### config.mk
export PLATFORM = sky130hd
export DESIGN_NAME = ssc_host_flat
export DESIGN_NICKNAME = d
export VERILOG_FILES = /design/src/inc/ssc_pkg.sv /design/src/inc/ssc_link_if.sv /design/src/core/ssc_host.sv /design/src/flat_wrapper.sv
export SDC_FILE = /design/constraint.sdc
export NUM_CORES = 1
export LEC_CHECK = 0
export BUFFER_PORTS_ARGS = -buffer_cell sky130_fd_sc_hd__buf_2
export CORE_ASPECT_RATIO = 1.1
export CORE_UTILIZATION = 40
export CTS_BUF_LIST = sky130_fd_sc_hd__clkbuf_16
export DETAILED_ROUTE_END_ITERATION = 8
export PLACE_DENSITY_LB_ADDON = 0.15
export SYNTH_ARGS = -nofsm -noshare
export SYNTH_HDL_FRONTEND = slang
export SYNTH_SLANG_ARGS = --single-unit
export TNS_END_PERCENT = 30
### constraint.sdc
create_clock -name clk_sys_in -period 2.8 [get_ports clk_sys_in]
set_input_delay 0.28 -clock clk_sys_in [delete_from_list [all_inputs] [get_ports clk_sys_in]]
set_output_delay 0.28 -clock clk_sys_in [all_outputs]
set_load 0.1 [all_outputs]
### src/inc/ssc_pkg.sv
// Shared constants for the sync source and start-up control ends.
package ssc_pkg;
   // ----------------------------------------------------------------
   // Device configuration space
   // ----------------------------------------------------------------
   localparam int CFG_ADDR_W = 5;
   localparam int CFG_DATA_W = 8;
   localparam int CFG_DEPTH = 32;
   localparam int SHADOW_N = 8;
   localparam logic [4:0] REG_SYNC_CTRL = 5'h05;
   localparam logic [4:0] REG_SHADOW_FIRST = 5'h06;
   localparam logic [4:0] REG_SHADOW_LAST = 5'h0d;
   localparam logic [4:0] REG_OSC_CORR_SEL = 5'h16;
   localparam logic [4:0] REG_FIFO_SEL = 5'h17;
   localparam logic [7:0] CFG_RESET_VAL = 8'h00;
   // Sync control register fields.
   localparam int BIT_SW_SYNC = 0;
   localparam int BIT_CLKDIV_ENA = 1;
   localparam int BIT_CLKDIV_SEL = 2;
   localparam int FLD_XFER_LSB = 3;
   // Two-bit sync source codes.
   localparam logic [1:0] SRC_SOFT = 2'h0;
   localparam logic [1:0] SRC_ALIGN = 2'h1;
   localparam logic [1:0] SRC_TXEN = 2'h2;
   localparam logic [1:0] SRC_ZERO = 2'h3;
   // Three-bit buffer sync source codes.
   localparam logic [2:0] FIFO_SOFT = 3'h0;
   localparam logic [2:0] FIFO_ALIGN = 3'h1;
   localparam logic [2:0] FIFO_TXEN = 3'h2;
   localparam logic [2:0] FIFO_ZERO = 3'h3;
   localparam logic [7:0] OSC_CORR_ALIGN = 8'h55;
   localparam logic [7:0] OSC_CORR_TXEN = 8'haa;
   // ----------------------------------------------------------------
   // Host register map (APB byte offsets)
   // ----------------------------------------------------------------
   localparam logic [7:0] OFF_CTRL = 8'h00;
   localparam logic [7:0] OFF_CMD = 8'h04;
   localparam logic [7:0] OFF_STATUS = 8'h08;
   localparam int CTL_RESET = 0;
   localparam int CTL_TOGGLE = 1;
   localparam int CTL_TXEN_LVL = 2;
   localparam int CTL_SEQ = 3;
   localparam int CTL_USE_TXEN = 4;
   localparam int CMD_ADDR_LSB = 8;
   localparam int CMD_READ_BIT = 16;
   localparam int ST_BUSY = 0;
   localparam int ST_SEQ_DONE = 1;
   localparam int ST_RST_DONE = 2;
   localparam int ST_RDATA_LSB = 8;
   // ----------------------------------------------------------------
   // Timing
   // ----------------------------------------------------------------
   localparam int CLK_PERIOD_PS = 25000;
   localparam int RESET_LOW_NS = 25;
   localparam int RESET_LOW_CYC_RAW = (RESET_LOW_NS * 1000 + CLK_PERIOD_PS - 1) / CLK_PERIOD_PS;
   localparam int RESET_LOW_CYC = (RESET_LOW_CYC_RAW < 1) ? 1 : RESET_LOW_CYC_RAW;
   localparam int ALIGN_HOLD_CYC = 4;
   localparam int SEQ_STEPS = 8;

   typedef struct packed {
      logic toggle;
      logic [4:0] addr;
      logic [7:0] data;
   } ssc_step_t;
endpackage

### src/inc/ssc_link_if.sv
// Pin and configuration-port interface between host and converter.
`timescale 1ns/1ps
`default_nettype none
interface ssc_link_if;
   logic rst_pin_n;
   logic align_pin;
   logic txen_pin;
   logic cfg_wr;
   logic cfg_rd;
   logic [4:0] cfg_addr;
   logic [7:0] cfg_wdata;
   logic [7:0] cfg_rdata;
   logic cfg_ack;

   modport dev (
      input rst_pin_n, align_pin, txen_pin, cfg_wr, cfg_rd, cfg_addr, cfg_wdata,
      output cfg_rdata, cfg_ack
   );
   modport host (
      output rst_pin_n, align_pin, txen_pin, cfg_wr, cfg_rd, cfg_addr, cfg_wdata,
      input cfg_rdata, cfg_ack
   );
endinterface
`default_nettype wire

### src/core/ssc_host.sv
// Host end: APB registers, reset pulse, configuration writes and alignment sequence.
//
// Decided for this implementation: the placing of the registers and the APB register port.
`timescale 1ns/1ps
`default_nettype none
module ssc_host
   import ssc_pkg::*;
#(
   parameter int HOLD_CYC = ALIGN_HOLD_CYC
) (
   input wire logic clk_sys_in,
   input wire logic nrst_in,
   input wire logic psel_in,
   input wire logic penable_in,
   input wire logic pwrite_in,
   input wire logic [7:0] paddr_in,
   input wire logic [31:0] pwdata_in,
   output logic [31:0] prdata_out,
   output logic pready_out,
   output logic pslverr_out,
   output logic busy_out,
   ssc_link_if.host link
);
   typedef enum {H_IDLE, H_RST, H_WR, H_WAIT, H_HI, H_LO} ssc_hstate_t;

   // ----------------------------------------------------------------
   // Alignment sequence table
   // ----------------------------------------------------------------
   function automatic ssc_step_t seq_step(input logic [2:0] idx, input logic use_tx);
      ssc_step_t s;
      logic [1:0] src;
      s = '0;
      src = use_tx ? SRC_TXEN : SRC_ALIGN;
      case (idx)
         3'd0: s = '{1'b0, REG_SYNC_CTRL, {3'b000, src, use_tx, 1'b1, 1'b0}};
         3'd1: s = '{1'b0, REG_OSC_CORR_SEL, use_tx ? OSC_CORR_TXEN : OSC_CORR_ALIGN};
         3'd2: s = '{1'b0, REG_FIFO_SEL, {5'b00000, use_tx ? FIFO_TXEN : FIFO_ALIGN}};
         3'd4: s = '{1'b0, REG_SYNC_CTRL, {3'b000, src, use_tx, 1'b0, 1'b0}};
         3'd6: s = '{1'b0, REG_FIFO_SEL, {5'b00000, FIFO_ZERO}};
         default: s = '{1'b1, 5'h00, 8'h00};
      endcase
      return s;
   endfunction

   // ----------------------------------------------------------------
   // APB decode
   // ----------------------------------------------------------------
   logic acc, wr_ctrl, wr_cmd, mapped;
   logic [31:0] prdata_r;
   logic txen_lvl_r, seq_done_r, rst_done_r;
   logic [7:0] rdata_r;
   ssc_hstate_t state_r;

   assign acc = psel_in & penable_in;
   assign mapped = (paddr_in == OFF_CTRL) || (paddr_in == OFF_CMD) || (paddr_in == OFF_STATUS);
   assign wr_ctrl = acc & pwrite_in & (paddr_in == OFF_CTRL);
   assign wr_cmd = acc & pwrite_in & (paddr_in == OFF_CMD);
   assign pready_out = 1'b1;
   assign pslverr_out = acc & ~mapped;
   assign prdata_out = prdata_r;

   always_ff @(posedge clk_sys_in or negedge nrst_in) begin
      if (!nrst_in) begin
         prdata_r <= 32'h0000_0000;
      end else if (psel_in && !penable_in) begin
         if (paddr_in == OFF_CTRL) begin
            prdata_r <= 32'h0000_0000 | ({31'h0000_0000, txen_lvl_r} << CTL_TXEN_LVL);
         end else if (paddr_in == OFF_STATUS) begin
            prdata_r <= ({24'h00_0000, rdata_r} << ST_RDATA_LSB) |
                        ({31'h0000_0000, rst_done_r} << ST_RST_DONE) |
                        ({31'h0000_0000, seq_done_r} << ST_SEQ_DONE) |
                        ({31'h0000_0000, busy_out} << ST_BUSY);
         end else begin
            prdata_r <= 32'h0000_0000;
         end
      end
   end

   always_ff @(posedge clk_sys_in or negedge nrst_in) begin
      if (!nrst_in) begin
         txen_lvl_r <= 1'b0;
      end else if (wr_ctrl) begin
         txen_lvl_r <= pwdata_in[CTL_TXEN_LVL];
      end
   end

   // ----------------------------------------------------------------
   // Pin and command sequencer
   // ----------------------------------------------------------------
   logic [15:0] cnt_r;
   logic [2:0] step_r;
   logic seq_r, use_tx_r, rd_op_r, pulse_r;
   logic wr_r, rd_r;
   logic [4:0] addr_r;
   logic [7:0] wdata_r;
   logic rst_pin_r;
   ssc_step_t nxt;
   ssc_step_t head;

   assign nxt = seq_step(step_r + 3'd1, use_tx_r);
   assign head = seq_step(3'd0, pwdata_in[CTL_USE_TXEN]);
   assign busy_out = (state_r != H_IDLE);

   always_ff @(posedge clk_sys_in or negedge nrst_in) begin
      if (!nrst_in) begin
         state_r <= H_IDLE;
         cnt_r <= 16'h0000;
         step_r <= 3'd0;
         seq_r <= 1'b0;
         use_tx_r <= 1'b0;
         rd_op_r <= 1'b0;
         pulse_r <= 1'b0;
         wr_r <= 1'b0;
         rd_r <= 1'b0;
         addr_r <= 5'h00;
         wdata_r <= 8'h00;
         rst_pin_r <= 1'b1;
         seq_done_r <= 1'b0;
         rst_done_r <= 1'b0;
         rdata_r <= 8'h00;
      end else begin
         wr_r <= 1'b0;
         rd_r <= 1'b0;
         case (state_r)
            H_IDLE: begin
               // Start reset pulse.
               if (wr_ctrl && pwdata_in[CTL_RESET]) begin
                  rst_pin_r <= 1'b0;
                  rst_done_r <= 1'b0;
                  cnt_r <= 16'(RESET_LOW_CYC);
                  state_r <= H_RST;
               // Start alignment sequence.
               end else if (wr_ctrl && pwdata_in[CTL_SEQ]) begin
                  // Pin sources only.
                  use_tx_r <= pwdata_in[CTL_USE_TXEN];
                  seq_r <= 1'b1;
                  seq_done_r <= 1'b0;
                  step_r <= 3'd0;
                  addr_r <= head.addr;
                  wdata_r <= head.data;
                  rd_op_r <= 1'b0;
                  wr_r <= 1'b1;
                  state_r <= H_WR;
               end else if (wr_ctrl && pwdata_in[CTL_TOGGLE]) begin
                  // Transmit enable as source.
                  use_tx_r <= pwdata_in[CTL_USE_TXEN];
                  pulse_r <= 1'b1;
                  cnt_r <= 16'(HOLD_CYC);
                  state_r <= H_HI;
               end else if (wr_cmd) begin
                  addr_r <= pwdata_in[CMD_ADDR_LSB +: 5];
                  wdata_r <= pwdata_in[7:0];
                  rd_op_r <= pwdata_in[CMD_READ_BIT];
                  wr_r <= ~pwdata_in[CMD_READ_BIT];
                  rd_r <= pwdata_in[CMD_READ_BIT];
                  state_r <= H_WR;
               end
            end
            H_RST: begin
               cnt_r <= cnt_r - 16'h0001;
               if (cnt_r == 16'h0001) begin
                  rst_pin_r <= 1'b1;
                  rst_done_r <= 1'b1;
                  state_r <= H_IDLE;
               end
            end
            H_WR: begin
               state_r <= H_WAIT;
            end
            H_WAIT: begin
               if (link.cfg_ack) begin
                  if (rd_op_r) begin
                     rdata_r <= link.cfg_rdata;
                  end
                  if (seq_r) begin
                     step_r <= step_r + 3'd1;
                     if (nxt.toggle) begin
                        pulse_r <= 1'b1;
                        cnt_r <= 16'(HOLD_CYC);
                        state_r <= H_HI;
                     end else begin
                        addr_r <= nxt.addr;
                        wdata_r <= nxt.data;
                        wr_r <= 1'b1;
                        state_r <= H_WR;
                     end
                  end else begin
                     state_r <= H_IDLE;
                  end
               end
            end
            H_HI: begin
               cnt_r <= cnt_r - 16'h0001;
               if (cnt_r == 16'h0001) begin
                  pulse_r <= 1'b0;
                  cnt_r <= 16'(HOLD_CYC);
                  state_r <= H_LO;
               end
            end
            H_LO: begin
               cnt_r <= cnt_r - 16'h0001;
               if (cnt_r == 16'h0001) begin
                  // Next step after toggle.
                  if (seq_r && step_r != 3'(SEQ_STEPS - 1)) begin
                     step_r <= step_r + 3'd1;
                     addr_r <= nxt.addr;
                     wdata_r <= nxt.data;
                     wr_r <= 1'b1;
                     state_r <= H_WR;
                  end else begin
                     seq_done_r <= seq_r;
                     seq_r <= 1'b0;
                     state_r <= H_IDLE;
                  end
               end
            end
            default: state_r <= H_IDLE;
         endcase
      end
   end

   // Reset held until released.
   assign link.rst_pin_n = rst_pin_r;
   // Single pulse drives all converters.
   assign link.align_pin = pulse_r & ~use_tx_r;
   assign link.txen_pin = txen_lvl_r | (pulse_r & use_tx_r);
   assign link.cfg_wr = wr_r;
   assign link.cfg_rd = rd_r;
   assign link.cfg_addr = addr_r;
   assign link.cfg_wdata = wdata_r;
endmodule // ssc_host
`default_nettype wire

### src/flat_wrapper.sv
// flat-port wrapper written by rule: the top's interface ports become plain ports
module ssc_host_flat import ssc_pkg::*;
#(
   parameter int HOLD_CYC = ALIGN_HOLD_CYC
)
  (clk_sys_in, nrst_in, psel_in, penable_in, pwrite_in, paddr_in, pwdata_in, prdata_out, pready_out, pslverr_out, busy_out, link_rst_pin_n, link_align_pin, link_txen_pin, link_cfg_wr, link_cfg_rd, link_cfg_addr, link_cfg_wdata, link_cfg_rdata, link_cfg_ack);
  ssc_link_if link_i ();
  input wire logic clk_sys_in;
  input wire logic nrst_in;
  input wire logic psel_in;
  input wire logic penable_in;
  input wire logic pwrite_in;
  input wire logic [7:0] paddr_in;
  input wire logic [31:0] pwdata_in;
  output logic [31:0] prdata_out;
  output logic pready_out;
  output logic pslverr_out;
  output logic busy_out;
  output wire logic [$bits(link_i.rst_pin_n)-1:0] link_rst_pin_n;
  output wire logic [$bits(link_i.align_pin)-1:0] link_align_pin;
  output wire logic [$bits(link_i.txen_pin)-1:0] link_txen_pin;
  output wire logic [$bits(link_i.cfg_wr)-1:0] link_cfg_wr;
  output wire logic [$bits(link_i.cfg_rd)-1:0] link_cfg_rd;
  output wire logic [$bits(link_i.cfg_addr)-1:0] link_cfg_addr;
  output wire logic [$bits(link_i.cfg_wdata)-1:0] link_cfg_wdata;
  input wire logic [$bits(link_i.cfg_rdata)-1:0] link_cfg_rdata;
  input wire logic [$bits(link_i.cfg_ack)-1:0] link_cfg_ack;
  assign link_rst_pin_n = link_i.rst_pin_n;
  assign link_align_pin = link_i.align_pin;
  assign link_txen_pin = link_i.txen_pin;
  assign link_cfg_wr = link_i.cfg_wr;
  assign link_cfg_rd = link_i.cfg_rd;
  assign link_cfg_addr = link_i.cfg_addr;
  assign link_cfg_wdata = link_i.cfg_wdata;
  assign link_i.cfg_rdata = link_cfg_rdata;
  assign link_i.cfg_ack = link_cfg_ack;
  ssc_host #(.HOLD_CYC(HOLD_CYC)) u_core (.clk_sys_in(clk_sys_in), .nrst_in(nrst_in), .psel_in(psel_in), .penable_in(penable_in), .pwrite_in(pwrite_in), .paddr_in(paddr_in), .pwdata_in(pwdata_in), .prdata_out(prdata_out), .pready_out(pready_out), .pslverr_out(pslverr_out), .busy_out(busy_out), .link(link_i));
endmodule
# After elaboration in Yosys (flattened, before gate mapping)
# Cells that the tools add are included.
# Widths: inputs -> output; s select.
# word_totals
in_bits	54
ff_bits	114
wordCells	192
out_inout_bits	53
# classes
n_reduce_logical	30
n_eq_ne	33
mux	95
n_addsub	2
bitwise_logic	15
# ops
op	n
$mux 32	10
$pmux 32 s6	1
$mux 16	7
$mux 8	10
$pmux 14 s5	1
$eq 32x2->1 const B	2
$eq 32x3->1 const B	2
$pmux 16 s4	1
$mux 5	9
$mux 1	36
$eq 32x1->1 const B	1
$logic_not 32->1	1
$or 32x1->32	1
$or 32x2->32	1
$reduce_bool 32->1	1
$mux 3	8
$pmux 8 s3	1
$ne 2x1->1 const B	10
$eq 16x1->1 const B	1
$or 16x3->16	1
$sub 16x1->16 const B	1
$pmux 5 s3	1
$ne 2x2->1 const B	5
$reduce_and 5->1	2
32 further kinds	61

# Depth between registers and ports, before layout
# logic_depth
depth_word	8
mapped_depth	9
depth_no_buf	7

# Worst setup path before layout
# OpenSTA, ideal clock, no wires.
# synth_path
kind	register -> register
startpoint	register u_core.step_r[0]
endpoint	register u_core.wdata_r[0] (netlist: u_core.link.cfg_wdata[0])
path_slack_ns	0.270
n_path_buf	2
stages_incl_launch_ff	10
period_less_slack_ns	2.530
arrival_time_ns	2.404
required_time_ns	2.674
path_cell_list	dfrtp_1 -> ha_1 -> ha_1 -> nor2b_1 -> clkbuf_1 -> nand2b_1 -> nor2_1 -> nor4b_4 -> buf_6 -> mux2_4
# synth_via
elab_chain_cells	7
word_cells_on_any_way	18
# synth_rtl
item	line	source
start, declared	ssc_host.sv:91	logic [2:0] step_r;
start signal, assigned	ssc_host.sv:176	step_r <= step_r + 3'd1;
start signal, assigned	ssc_host.sv:205	step_r <= step_r + 3'd1;
$add 3x1->3	ssc_host.sv:100	assign nxt = seq_step(step_r + 3'd1, use_tx_r);
$eq 3x3->1, or another cell as far along	ssc_host.sv:34	case (idx)
$pmux 14 s5	ssc_host.sv:34	
$mux 8	ssc_host.sv:177	if (nxt.toggle) begin
$mux 8	ssc_host.sv:175	if (seq_r) begin
$mux 8	ssc_host.sv:171	if (link.cfg_ack) begin
$pmux 8 s3	ssc_host.sv:124	case (state_r)
end signal, assigned	ssc_host.sv:140	wdata_r <= head.data;
end signal, assigned	ssc_host.sv:152	wdata_r <= pwdata_in[7:0];
end signal, assigned	ssc_host.sv:183	wdata_r <= nxt.data;
end, declared	ssc_host.sv:95	logic [7:0] wdata_r;
# Parallel ways exist; a longest one is shown, timed or not. The select of a mux whose other input is x is not followed.
# A chain may end at the register's enable or synchronous reset.

# Final worst setup path
# layout_path
startpoint	register u_core.step_r[0]
endpoint	register u_core.addr_r[2] (netlist: u_core.link.cfg_addr[2])
# layout_via
elab_chain_cells	7
word_cells_on_any_way	18
# layout_rtl
item	line	source
$add 3x1->3	ssc_host.sv:100	
$eq 3x3->1, or another cell as far along	ssc_host.sv:34	
$pmux 14 s5	ssc_host.sv:34	
$mux 5	ssc_host.sv:177	
$mux 5	ssc_host.sv:175	
$mux 5	ssc_host.sv:171	
$pmux 5 s3	ssc_host.sv:124	
end signal, assigned	ssc_host.sv:139	addr_r <= head.addr;
end signal, assigned	ssc_host.sv:151	addr_r <= pwdata_in[CMD_ADDR_LSB +: 5];
end signal, assigned	ssc_host.sv:182	addr_r <= nxt.addr;
end, declared	ssc_host.sv:94	logic [4:0] addr_r;
# Parallel ways exist; a longest one is shown, timed or not. The select of a mux whose other input is x is not followed.

==> out/qor.txt <==
Critical Path RT: 3.00 ns
Number of flops mapped to enable cells by yosys: 0
Min-delay src: link_cfg_rdata[6]
FF-to-FF Start: u_core.step_r[0]
Vias per Instance: 5.373
Layout fillers: 839
Final hold viol count: 0
CP dominant cell by count: ha_1
Final Setup Violations: 0
Post-layout min period: 2.533 ns
Reg-to-reg endpoint: u_core.link.cfg_addr[2]
Final wirelength: 8796 µm
Crit path arrival time: 2.74 ns
CTS tree: yes
Core area: 0.008919 mm²
Post-synth top area cell: dfrtp_1
Synth Flop Type: dfrtp_1
Mapped Area: 0.003717 mm²
Max-cap violation count: 0
Inserted Clock Buffers: 9
Nets: 516
Hold Crit Class: primary input to register
Root Driver: clkbuf_16
Area after DPL: 0.004156 mm²
Status: finished, final reports clean
DRC Markers: 0
CP max FO: 13
Fin. max-slew vios: 0
Crit Path Category: register to register
Setup tns final: 0 ns
Most common cell in the netlist: dfrtp_1
Synth top area cells: dfrtp_1 (42%), buf_4 (4.4%), mux2_2 (4.2%), a21oi_1 (2.8%), a22o_1 (2.8%)
Final Wtd Congestion: 0.9250
Port Buffers: 66
Synth Register Bits: 64
Post-CTS Repair Setup Buffers: 0
Startpoint Class: register
Share of cells above drive strength 1: 0.2870
Part of the power in the clock network: 0.271
Leakage power: 2.188 nW
Die ar.: 0.009683 mm²
Sequential area share after synthesis: 0.4312
Int Power: 2.649 mW
CTS H-tree lvls: 3
CP max stage cell: dfrtp_1
GR Overflow Total: 0
Syn avg cell area: 9.757 µm²
Sink Count: 64
Antenna cells: 0
Initial DRC Count: 139
Tot GR Track Use: 0.1955
FMAX: 394.8 MHz
Setup repair after global routing missed its margin: no
Synth warn: 0
Starting density of the core: 0.4168
FF+latch area: 0.001603 mm²
DR pass1 iterations: 5
Flop-to-flop setup slack: 0.27 ns
Top cell type's share of synthesized area: 0.4241
Final core utilization: 0.5067
Die Wd: 93.92 µm
Multi-input gate area: 0.001867 mm²
Comb power frac: 0.435
Sw power: 2.157 mW
Cell Rows: 36
Share of flip-flops with an asynchronous set or reset: 1.000
Slew headroom: 0.5182
Initial antenna violation count: 0
Largest net degree at the start of global routing: 65
Hold EP: u_core.rdata_r[6]
CTS Buffer Depth: 2
Die Ht: 103.1 µm
Slowest stage delay, CP: 0.43 ns
First-pass GRT wire length: 14,690 µm
Cells on worst reg2reg path: 8
Worst Skew: 0.009360 ns
Ports: 107
Routed vias: 3,084
DP HPWL: 6274 µm
Wirelength per Cell: 15.32 µm
CP Cell Sequence: ha_1, ha_1, nor2b_2, nand2b_1, nor2_1, nor4b_4, buf_4, mux2_2
Vias in the first global route: 3,018
Design Area, Final: 0.004519 mm²
Hold depth: 2
Count of different cell masters after synthesis: 63
Synth top cells by count: dfrtp_1 (63), nand2_1 (27), inv_1 (23)
Area Overhead vs Synth: 21.58%
Routed Antenna Nets: 0
Power Dens Cells: 1063 mW/mm²
Clk Latency, worst-skew pair: 0.33 ns
Post-Syn Instances: 381
Switching Fraction: 0.4487
Max IR drop VDD: 0.8492 mV
Worst-path clk slew: 0.06 ns
Reg power frac: 0.294
Crit end category: register
Worst Tran Pin Value: 0.7151 ns
Tcrit/Tclk final: 0.9047
-- worst max-delay path by stage --
stage / from / endpoint / slack, ns
final: u_core.step_r[0] / u_core.link.cfg_addr[2] / 0.27
after floorplan: u_core.step_r[0] / u_core.link.cfg_wdata[0] / 0.27
after global placement: u_core.step_r[0] / u_core.link.cfg_addr[0] / 0.29
after global routing: u_core.step_r[0] / u_core.link.cfg_addr[2] / 0.09
after detailed placement: u_core.step_r[0] / u_core.link.cfg_addr[2] / 0.20
after CTS: u_core.step_r[0] / u_core.link.cfg_addr[2] / 0.18
-- sequential cells by signal (all words and copies together), names as in the netlist --
name,count
u_core.cnt_r,16
u_core.prdata_out,11
u_core.link.cfg_wdata,8
u_core.rdata_r,8
u_core.link.cfg_addr,5
u_core.state_r,3
u_core.step_r,3
u_core.link.cfg_rd,1
u_core.link.cfg_wr,1
u_core.link.rst_pin_n,1
u_core.pulse_r,1
u_core.rd_op_r,1
u_core.rst_done_r,1
u_core.seq_done_r,1
u_core.seq_r,1
u_core.txen_lvl_r,1
u_core.use_tx_r,1
-- per-layer routing --
metal | up-vias | part of all wire | GRT usage
met1 | 1506 | 0.45 | 0.2517
met3 | 8 | 0.041 | 0.04204
met2 | 72 | 0.50 | 0.3290
met5 | - | 0 | 0
met4 | 0 | 0.010 | 0.06036
li1 | 1498 | - | -
-- cell type report --
class,count,area share
Clock buffer,9,0.04983
Clock inverter,7,0.02769
Inverter,23,0.01910
Multi-Input combinational cell,276,0.4131
Sequential cell,64,0.3547
Tap cell,114,0.03156
Timing Repair Buffer,81,0.1041
-- worst max-delay path: cells and delay by family, from the launching register on --
kind / cells / cell delay [ns]
AND/OR/NAND/NOR: 4 / 0.76
adder cells (fa/ha/maj): 2 / 0.57
flip-flops: 1 / 0.43
multiplexers: 1 / 0.36
buffers and inverters: 1 / 0.29
-- through the flow --
stage	cells	hold WS [ns]	worst slack, ns	power, mW
2_1_floorplan	401	-0.01559	0.2700	3.121
3_3_place_gp	557	0.3255	0.2948	3.468
3_5_place_dp	557	0.3291	0.2001	3.511
4_1_cts	574	0.1733	0.1765	4.840
5_1_grt	574	0.1718	0.08854	5.063
6_report	574	0.1843	0.2668	4.806
-- layout by cell type (no fill, tap or decap), drive strengths merged, types with 4 or more instances in the layout --
cell type	n
o31ai	6
a22o	12
a21oi	21
nand4	4
or2	5
conb	22
buf	80
nand3	5
clkbuf	9
inv	26
nor2b	9
nor4	7
ha	7
dfrtp	63
nand2	27
o21ai	21
nor2	21
nor3	18
mux2i	9
mux2	20
a31oi	16
or3	4
-- power groups by stage --
stage          Combinational [mW]  Clock, mW  Sequential, mW
6_report                     2.09       1.30            1.41
5_1_grt                      2.24       1.38            1.45
4_1_cts                      2.10       1.33            1.41
3_5_place_dp                 2.09          0            1.42
3_3_place_gp                 2.06          0            1.41
2_1_floorplan                1.07          0            2.05
-- kinds of logic (layout without fill, tap and decap cells) --
| family | after synthesis | count (layout) | share of synthesized area |
|---|---|---|---|
| buffers and inverters | 61 | 120 | 0.08751 |
| xor gates and xnor gates | 1 | 1 | 0.002357 |
| other | 2 | 22 | 0.002020 |
| and+or+nand+nor | 114 | 114 | 0.1770 |
| adders and majority gates | 7 | 7 | 0.02356 |
| muxes | 29 | 29 | 0.09088 |
| AOI/OAI and AO/OA | 103 | 103 | 0.1855 |
| DFF | 64 | 64 | 0.4312 |
-- repair_timing --
| item | in CTS | in global routing |
|---|---|---|
| setup endpoints to repair | 0 | 3 |
| endpoints found under the hold margin | 63 | 0 |
| gates resized for setup | 0 | 1 |
| hold buffers | 1 | 0 |
(Power assumes the default switching activity.)
